File: src/hw/ixseq_consts.vh
// Constants for the indexed-by-first-index bus-cycle sequencer.
`ifndef IXSEQ_CONSTS_VH
`define IXSEQ_CONSTS_VH
`define IXSEQ_DUMMY_ADDR 16'hFFFF
`define IXSEQ_PREFIX_A 8'h18
`define IXSEQ_PREFIX_B 8'h1A
`define IXSEQ_PREFIX_C 8'hCD
`define IXSEQ_OP_JUMP 8'h6E
`define IXSEQ_OP_TEST 8'h6D
`define IXSEQ_OP_CALL 8'hAD
`define IXSEQ_OP_BIT_SET 8'h1C
`define IXSEQ_OP_BIT_CLR 8'h1D
`define IXSEQ_OP_BR_SET 8'h1E
`define IXSEQ_OP_BR_CLR 8'h1F
`define IXSEQ_OP_STORE_SECOND 8'hEF
`define IXSEQ_OP_LOAD_SECOND 8'hEE
`define IXSEQ_OP_CMP_SECOND 8'hA3
`define IXSEQ_OP_CMP_DOUBLE 8'hA3
`define IXSEQ_HI_MASK 8'hF0
`define IXSEQ_LO_MASK 8'h0F
`define IXSEQ_GRP_RMW 4'h6
`define IXSEQ_LO_LDD 4'hC
`define IXSEQ_LO_STD 4'hD
`define IXSEQ_LO_LDS 4'hE
`define IXSEQ_LO_STS 4'hF
`define IXSEQ_LO_SUBD 4'h3
`define IXSEQ_LO_CPX 4'hC
`define IXSEQ_LO_STA 4'h7
`define IXSEQ_ONE16 16'h0001
`define IXSEQ_ZERO8 8'h00
`define IXSEQ_ZERO16 16'h0000
`define IXSEQ_K_RD8 4'h0
`define IXSEQ_K_ST8 4'h1
`define IXSEQ_K_LD16 4'h2
`define IXSEQ_K_ST16 4'h3
`define IXSEQ_K_AR16 4'h4
`define IXSEQ_K_RMW 4'h5
`define IXSEQ_K_TST 4'h6
`define IXSEQ_K_JUMP 4'h7
`define IXSEQ_K_CALL 4'h8
`define IXSEQ_K_BSC 4'h9
`define IXSEQ_K_BRB 4'hA
`endif

File: src/hw/ixseq_classify.v
// Opcode classifier for the indexed sequencer.
`timescale 1ns/10ps
`default_nettype none
`include "ixseq_consts.vh"
module ixseq_classify (
    input wire [7:0] i_op,
    input wire i_pref,
    output reg [3:0] o_kind
);
    wire [3:0] hi = i_op[7:4];
    wire [3:0] lo = i_op[3:0];
    always @* begin
        o_kind = `IXSEQ_K_RD8;
        if (i_op == `IXSEQ_OP_JUMP) begin
            o_kind = `IXSEQ_K_JUMP;
        end else if (i_op == `IXSEQ_OP_TEST) begin
            o_kind = `IXSEQ_K_TST;
        end else if (i_op == `IXSEQ_OP_CALL) begin
            o_kind = `IXSEQ_K_CALL;
        end else if (i_op == `IXSEQ_OP_BIT_SET ||
                     i_op == `IXSEQ_OP_BIT_CLR) begin
            o_kind = `IXSEQ_K_BSC;
        end else if (i_op == `IXSEQ_OP_BR_SET ||
                     i_op == `IXSEQ_OP_BR_CLR) begin
            o_kind = `IXSEQ_K_BRB;
        end else if (hi == `IXSEQ_GRP_RMW) begin
            o_kind = `IXSEQ_K_RMW;
        end else if (i_op == `IXSEQ_OP_CMP_SECOND && i_pref) begin
            o_kind = `IXSEQ_K_AR16;
        end else if (lo == `IXSEQ_LO_SUBD || (lo == `IXSEQ_LO_CPX &&
                     !i_op[6]) || (lo == `IXSEQ_LO_CPX && hi[2]
                     && !i_op[6])) begin
            o_kind = `IXSEQ_K_AR16;
        end else if (lo == `IXSEQ_LO_LDD || lo == `IXSEQ_LO_LDS ||
                     lo == `IXSEQ_LO_CPX && i_op[6]) begin
            o_kind = `IXSEQ_K_LD16;
        end else if (lo == `IXSEQ_LO_STD || lo == `IXSEQ_LO_STS) begin
            o_kind = `IXSEQ_K_ST16;
        end else if (lo == `IXSEQ_LO_STA) begin
            o_kind = `IXSEQ_K_ST8;
        end
    end
endmodule
`default_nettype wire

File: src/hw/ixseq_top.v
// Bus-cycle sequencer for first-index-register addressing.
`timescale 1ns/10ps
`default_nettype none
`include "ixseq_consts.vh"
module ixseq_top (
    input wire i_clock,
    input wire i_nrst,
    input wire i_ce,
    input wire i_start,
    input wire [15:0] i_pc,
    input wire [15:0] i_first_index_register,
    input wire [15:0] i_sp,
    input wire [15:0] i_reg_data,
    input wire [7:0] i_result,
    input wire [7:0] i_rdata,
    output reg [15:0] o_addr,
    output reg o_rw,
    output reg [7:0] o_wdata,
    output reg o_busy,
    output reg o_done,
    output reg [7:0] o_opcode,
    output reg [7:0] o_offset,
    output reg [7:0] o_mask,
    output reg [7:0] o_operand
);
    localparam S_IDLE = 3'd0;
    localparam S_RUN = 3'd1;
    reg [2:0] state_q;
    reg [3:0] cyc_q;
    reg pref_q;
    reg [15:0] pc_q;
    reg [15:0] ea_q;
    wire [3:0] kind;
    // The opcode is classified from the byte on the bus in cycle one, and from o_opcode after that.
    wire [7:0] op_now = (cyc_q == 4'd1 && !pref_q) ? i_rdata : o_opcode;
    ixseq_classify u_cls (
        .i_op(op_now),
        .i_pref(pref_q),
        .o_kind(kind)
    );
    // Cycle number counted from the opcode fetch, so prefixed forms share it.
    wire [3:0] rc = pref_q ? cyc_q - 4'd1 : cyc_q;
    wire [15:0] ea_now = i_first_index_register + {`IXSEQ_ZERO8, o_offset};
    reg [15:0] a_d;
    reg rw_d;
    reg [7:0] wd_d;
    reg last_d;
    always @* begin
        a_d = `IXSEQ_DUMMY_ADDR;
        rw_d = 1'b1;
        wd_d = `IXSEQ_ZERO8;
        last_d = 1'b0;
        case (rc)
            4'd3: begin
                a_d = (kind == `IXSEQ_K_JUMP) ? i_pc : ea_now;
                rw_d = !(kind == `IXSEQ_K_ST8 || kind == `IXSEQ_K_ST16);
                wd_d = (kind == `IXSEQ_K_ST16) ? i_reg_data[15:8]
                                               : i_reg_data[7:0];
                last_d = (kind == `IXSEQ_K_RD8 || kind == `IXSEQ_K_ST8);
                if (kind == `IXSEQ_K_CALL) begin
                    a_d = ea_now;
                end
            end
            4'd4: begin
                case (kind)
                    `IXSEQ_K_LD16, `IXSEQ_K_AR16: begin
                        a_d = ea_q + `IXSEQ_ONE16;
                        last_d = (kind == `IXSEQ_K_LD16);
                    end
                    `IXSEQ_K_ST16: begin
                        a_d = ea_q + `IXSEQ_ONE16;
                        rw_d = 1'b0;
                        wd_d = i_reg_data[7:0];
                        last_d = 1'b1;
                    end
                    `IXSEQ_K_CALL: begin
                        a_d = i_sp;
                        rw_d = 1'b0;
                        wd_d = pc_q[7:0];
                    end
                    `IXSEQ_K_BSC, `IXSEQ_K_BRB: begin
                        a_d = pc_q;
                    end
                    default: a_d = `IXSEQ_DUMMY_ADDR;
                endcase
            end
            4'd5: begin
                case (kind)
                    `IXSEQ_K_RMW: begin
                        a_d = ea_q;
                        rw_d = 1'b0;
                        wd_d = i_result;
                        last_d = 1'b1;
                    end
                    `IXSEQ_K_CALL: begin
                        a_d = i_sp - `IXSEQ_ONE16;
                        rw_d = 1'b0;
                        wd_d = pc_q[15:8];
                        last_d = 1'b1;
                    end
                    // The mask cycle already advanced the program address.
                    `IXSEQ_K_BRB: a_d = pc_q;
                    default: begin
                        a_d = `IXSEQ_DUMMY_ADDR;
                        last_d = (kind != `IXSEQ_K_BSC);
                    end
                endcase
            end
            4'd6: begin
                a_d = (kind == `IXSEQ_K_BSC) ? ea_q : `IXSEQ_DUMMY_ADDR;
                rw_d = (kind != `IXSEQ_K_BSC);
                wd_d = i_result;
                last_d = 1'b1;
            end
            default: a_d = `IXSEQ_DUMMY_ADDR;
        endcase
    end
    always @(posedge i_clock or negedge i_nrst) begin
        if (!i_nrst) begin
            state_q <= S_IDLE;
            cyc_q <= 4'd0;
            pref_q <= 1'b0;
            pc_q <= `IXSEQ_ZERO16;
            ea_q <= `IXSEQ_ZERO16;
            o_addr <= `IXSEQ_DUMMY_ADDR;
            o_rw <= 1'b1;
            o_wdata <= `IXSEQ_ZERO8;
            o_busy <= 1'b0;
            o_done <= 1'b0;
            o_opcode <= `IXSEQ_ZERO8;
            o_offset <= `IXSEQ_ZERO8;
            o_mask <= `IXSEQ_ZERO8;
            o_operand <= `IXSEQ_ZERO8;
        end else if (i_ce) begin
            o_done <= 1'b0;
            case (state_q)
                S_IDLE: begin
                    o_rw <= 1'b1;
                    if (i_start) begin
                        state_q <= S_RUN;
                        cyc_q <= 4'd1;
                        pref_q <= 1'b0;
                        pc_q <= i_pc + `IXSEQ_ONE16;
                        o_addr <= i_pc;
                        o_busy <= 1'b1;
                    end
                end
                S_RUN: begin
                    cyc_q <= cyc_q + 4'd1;
                    if (cyc_q == 4'd1 && (i_rdata == `IXSEQ_PREFIX_A ||
                        i_rdata == `IXSEQ_PREFIX_B ||
                        i_rdata == `IXSEQ_PREFIX_C)) begin
                        pref_q <= 1'b1;
                        o_addr <= pc_q;
                        pc_q <= pc_q + `IXSEQ_ONE16;
                    end else if (rc == 4'd1) begin
                        o_opcode <= i_rdata;
                        o_addr <= pc_q;
                        pc_q <= pc_q + `IXSEQ_ONE16;
                    end else if (rc == 4'd2) begin
                        o_offset <= i_rdata;
                        o_addr <= `IXSEQ_DUMMY_ADDR;
                        if (kind == `IXSEQ_K_JUMP) begin
                            state_q <= S_IDLE;
                            o_busy <= 1'b0;
                            o_done <= 1'b1;
                        end
                    end else begin
                        if (rc == 4'd3) begin
                            ea_q <= ea_now;
                        end
                        if (rc == 4'd4 && (kind == `IXSEQ_K_BSC ||
                            kind == `IXSEQ_K_BRB)) begin
                            pc_q <= pc_q + `IXSEQ_ONE16;
                        end
                        if (rc == 4'd5 && (kind == `IXSEQ_K_BSC ||
                            kind == `IXSEQ_K_BRB)) begin
                            o_mask <= i_rdata;
                        end
                        if (rc == 4'd4) begin
                            o_operand <= i_rdata;
                        end
                        o_addr <= a_d;
                        o_rw <= rw_d;
                        o_wdata <= wd_d;
                        if (last_d) begin
                            state_q <= S_IDLE;
                        end
                    end
                end
                default: state_q <= S_IDLE;
            endcase
            if (state_q == S_RUN && o_busy && rc > 4'd2 && last_d) begin
                o_busy <= 1'b0;
                o_done <= 1'b1;
            end
        end
    end
endmodule
`default_nettype wire

File: config.mk
export PLATFORM = sky130hd
export DESIGN_NAME = ixseq_top
export DESIGN_NICKNAME = d
export VERILOG_FILES = /design/src/hw/ixseq_classify.v /design/src/hw/ixseq_top.v
export VERILOG_INCLUDE_DIRS = /design/src /design/src/hw
export SDC_FILE = /design/constraint.sdc
export NUM_CORES = 1
export LEC_CHECK = 0
export ABC_AREA = 0
export BUFFER_PORTS_ARGS = -buffer_cell sky130_fd_sc_hd__buf_2
export CORE_ASPECT_RATIO = 1.2
export CORE_MARGIN = 3
export CORE_UTILIZATION = 40
export CTS_CLUSTER_SIZE = 28
export DETAILED_ROUTE_END_ITERATION = 16
export MAX_ROUTING_LAYER = met4
export PLACE_DENSITY = 0.65
export REMOVE_ABC_BUFFERS = 1
export SYNTH_ARGS = -nofsm -noshare
export SYNTH_HDL_FRONTEND = slang
export SYNTH_HIERARCHICAL = 1
export SYNTH_SLANG_ARGS = --single-unit
File: constraint.sdc
create_clock -name i_clock -period 6.79 [get_ports i_clock]
set_clock_uncertainty 0.15 [all_clocks]
set_input_delay 0.3395 -clock i_clock [delete_from_list [all_inputs] [get_ports i_clock]]
set_output_delay 0.3395 -clock i_clock [all_outputs]
set_load 0.03 [all_outputs]
==> impl_metrics.env <==
export IMPL_finalWeightedCongestion=1.04
export IMPL_route_detailed_wl_per_inst_um=23.1
export IMPL_fmaxAchievable_ghz=0.180
export IMPL_timing_critical_path_slowest_stage_cell="or4_1"
export IMPL_regToRegSetupSlack_ns=1.23
export IMPL_netlist_top_cells_count="nand2_1 (106), a21oi_1 (100), nor2_1 (96), o21ai_0 (89), dfrtp_1 (80)"
export IMPL_ioPinCount=143
export IMPL_ctsHtreeMaxLevel=3
export IMPL_timing_rr_end="o_addr[15]"
export IMPL_max_slew_violation_count=0
export IMPL_critical_path_most_common_cell="o211ai_1"
export IMPL_syn2layout_area_growth_pct=13.9
export IMPL_synth_most_common_cell="nand2_1"
export IMPL_core_area_um2=20500
export IMPL_drt_first_iter_violations=956
export IMPL_synth_distinct_cells=93
export IMPL_critical_path_endpoint_type="flip-flop"
export IMPL_cts_tree="built"
export IMPL_effective_utilization_at_floorplan=0.412
export IMPL_synth_area_leaders="dfrtp_1 (24%), mux2_2 (6.7%), a21oi_1 (5.9%)"
export IMPL_drcViolationCount=0
export IMPL_biggest_area_consumer_among_synthesized_cells="dfrtp_1"
export IMPL_critical_path_class="flip-flop to flip-flop"
export IMPL_max_vdd_ir_drop_mv=0.287
export IMPL_vias_per_cell=6.33
export IMPL_grt_setup_unrepaired="no"
export IMPL_dp_worst_setup_slack_ns=1.35
export IMPL_gr_usage_met1=0.374
export IMPL_setup_viol_count_final=0
export IMPL_crit_path_max_incr_delay_ns=0.98
export IMPL_asyncSetResetFlopFracSynth=1.00
export IMPL_timing_reg2reg_worst_path_depth=15
export IMPL_max_clock_path_buffers=2
export IMPL_die_width_um=138
export IMPL_min_period_ns=5.56
export IMPL_clock_sink_count=97
export IMPL_busiest_layer="met2"
export IMPL_worst_hold_path_cell_count=3
export IMPL_gr_usage_met2=0.440
export IMPL_worstPathRequired_ns=6.91
export IMPL_route_vias_total=9029
export IMPL_worst_ep_arrival_time_ns=5.68
export IMPL_fp_dieArea_um2=22800
export IMPL_tns_ns=0
export IMPL_tightestPinTransition_ns=1.04
export IMPL_dp_hpwl_um=25100
export IMPL_yosys_area_top_type_share=0.238
export IMPL_worstSkewPairLatency_ns=0.36
export IMPL_hold_start="i_pc[1]"
export IMPL_global_route_overflow_total=0
export IMPL_syn_mean_instance_area_um2=7.92
export IMPL_netlist_instances=1064
export IMPL_synth_edf_count=0
export IMPL_finalCoreUtilization=0.469
export IMPL_overall_routed_net_length_um=32900
export IMPL_final_antenna_net_count=0
export IMPL_timing_critical_path_cells="ha_1 > nand2_1 > nor2_1 > buf_4 > mux2_2 > or3b_4 > o211ai_1 > o221a_1 > inv_1 > or4_1 > nand4_1 > o211ai_1 > o41ai_1 > a211oi_1 > o41ai_2"
export IMPL_maxCapViolations=0
export IMPL_drt_pass1_iterations=5
export IMPL_die_h_um=165
export IMPL_netlist_area_um2=8420
export IMPL_synth_seq_area_share=0.291
export IMPL_grt_pass1_vias=8396
export IMPL_crit_path_start_kind="flip-flop"
export IMPL_timing_critical_path_from="cyc_q[0]"
export IMPL_max_slew_margin=0.309
export IMPL_dpl_instance_area_um2=9280
export IMPL_placementRows=57
export IMPL_root_buffer="clkbuf_16"
export IMPL_power_density_cell_area_nw_per_um2=467
export IMPL_post_route_cell_area_um2=9600
export IMPL_worst_hold_path_endpoint="o_addr[1]"
export IMPL_critPathMaxFanout=19
export IMPL_finalCritPeriodShare=0.819
export IMPL_synth_seq_cells=97
export IMPL_cts_inserted_buffers=9
export IMPL_total_leakage_power_nw=3.98
export IMPL_worst_reg2reg_path_startpoint="cyc_q[0]"
export IMPL_status="completed"
export IMPL_final_critical_path_setup_slack_ns=1.23
export IMPL_cts_clk_slew_worst_paths_ns=0.08
export IMPL_grtUsageMet3=0.0469
export IMPL_port_buffers=142
export IMPL_top_reg_cell_synth="dfrtp_1"
export IMPL_hold_path_class="input port to flip-flop"
export IMPL_grtUsageTotal=0.286
export IMPL_post_route_cells_drive_above_1_share=0.236
export IMPL_cts_repair_resize_count=0
export IMPL_timing_hold_violations_final=0
export IMPL_grt_max_degree=55
export IMPL_cts_setup_buffers=0
export IMPL_antennaDiodeCount=0
export IMPL_antenna_violations_before_repair=0
export IMPL_grt_first_pass_wirelength_um=49800
export IMPL_synth_warning_count=6
export IMPL_final_net_count=1256
export IMPL_postCtsHoldBufs=1
==> worst max-delay path: cells and delay by family (launching register included) <==
kind | cells | cell delay (ns)
and+or+nand+nor | 5 | 1.81
AOI/OAI and AO/OA | 6 | 1.63
DFF | 1 | 0.64
buffers and inverters | 2 | 0.57
muxes | 1 | 0.41
adders and majority gates | 1 | 0.25
==> where the power goes <==
| part | internal (mW) | switching (mW) |
|---|---|---|
| Sequential | 0.856 | 0.391 |
| Combinational | 0.948 | 1.75 |
| Clock | 0.264 | 0.271 |
| Total | 2.07 | 2.41 |
==> stage by stage <==
step,hold slack (ns),total power [mW],instances
6_report,0.0623,4.48,1427
5_1_grt,0.0750,4.76,1427
4_1_cts,0.0517,4.43,1427
3_5_place_dp,0.240,3.89,1410
3_3_place_gp,0.243,3.88,1410
2_1_floorplan,-0.106,2.96,988
==> worst max path at each step <==
stage	slack (ns)	end	cells after the start
floorplan	1.22	o_addr[15]	14
global route	0.85	o_addr[15]	15
finish	1.23	o_addr[15]	15
detailed placement	1.35	o_addr[15]	15
global placement	1.49	o_addr[15]	15
CTS	1.30	o_addr[15]	15
==> area by class of cell <==
cell class,count,area [um^2]
Fill cell,2099,10900
Multi-Input combinational cell,871,5600
Sequential cell,97,2450
Timing Repair Buffer,158,836
Tap cell,265,332
Clock buffer,9,225
Clock inverter,7,78.8
Inverter,20,75.1
==> sequential cells by signal (all words and copies together), names as in the netlist <==
signal / count
state_q: 1
o_mask: 8
pref_q: 1
o_rw: 1
o_offset: 8
o_done: 1
o_busy: 1
o_operand: 8
o_wdata: 8
ea_q: 16
o_addr: 16
o_opcode: 8
cyc_q: 4
pc_q: 16
==> cells in the final DEF (no fill, tap or decap), types with 5 or more instances in the layout <==
| cell type | count |
|---|---|
| o21ai_0 | 89 |
| nor3_1 | 23 |
| mux2_2 | 50 |
| o22ai_1 | 33 |
| nor4_1 | 8 |
| ha_1 | 14 |
| nand3_1 | 42 |
| or2_2 | 6 |
| a22oi_1 | 15 |
| nand4_1 | 16 |
| dfstp_2 | 17 |
| nand2b_1 | 17 |
| inv_1 | 20 |
| nor2b_1 | 8 |
| o211ai_1 | 12 |
| nand3b_1 | 6 |
| clkbuf_16 | 9 |
| buf_4 | 16 |
| o21a_1 | 5 |
| nand2_1 | 106 |
| dfrtp_1 | 79 |
| or3_1 | 6 |
| a2bb2oi_1 | 5 |
| a31oi_1 | 6 |
| o221ai_1 | 8 |
| nor2_1 | 96 |
| buf_2 | 141 |
| a21o_1 | 6 |
| nor3b_1 | 6 |
| o31ai_1 | 6 |
| a21oi_1 | 99 |
| a221oi_1 | 12 |
| xnor2_1 | 27 |
| xor2_1 | 17 |
| a32oi_1 | 5 |
| mux2i_1 | 7 |
| a211oi_1 | 16 |
| and3_1 | 6 |
==> cell families (layout without fill, tap and decap cells) <==
logic type                 after synthesis  in the layout  share of synthesized area
and+or+nand+nor                        388            388                      0.237
AOI/OAI and AO/OA                      367            367                      0.282
DFF                                     97             97                      0.291
buffers and inverters                   96            194                     0.0458
muxes                                   57             57                     0.0752
xor gates and xnor gates                44             44                     0.0458
adders and majority gates               15             15                     0.0232
==> per-layer routing <==
| layer | routed length (um) | part of all wire | vias up |
|---|---|---|---|
| met5 | 0 | 0 | - |
| met4 | 1400 | 0.042 | 0 |
| met3 | 2560 | 0.078 | 91 |
| met2 | 14800 | 0.45 | 470 |
| met1 | 14100 | 0.43 | 4300 |
| li1 | - | - | 4168 |
No activity file was read; power rests on OpenSTA's default activity.
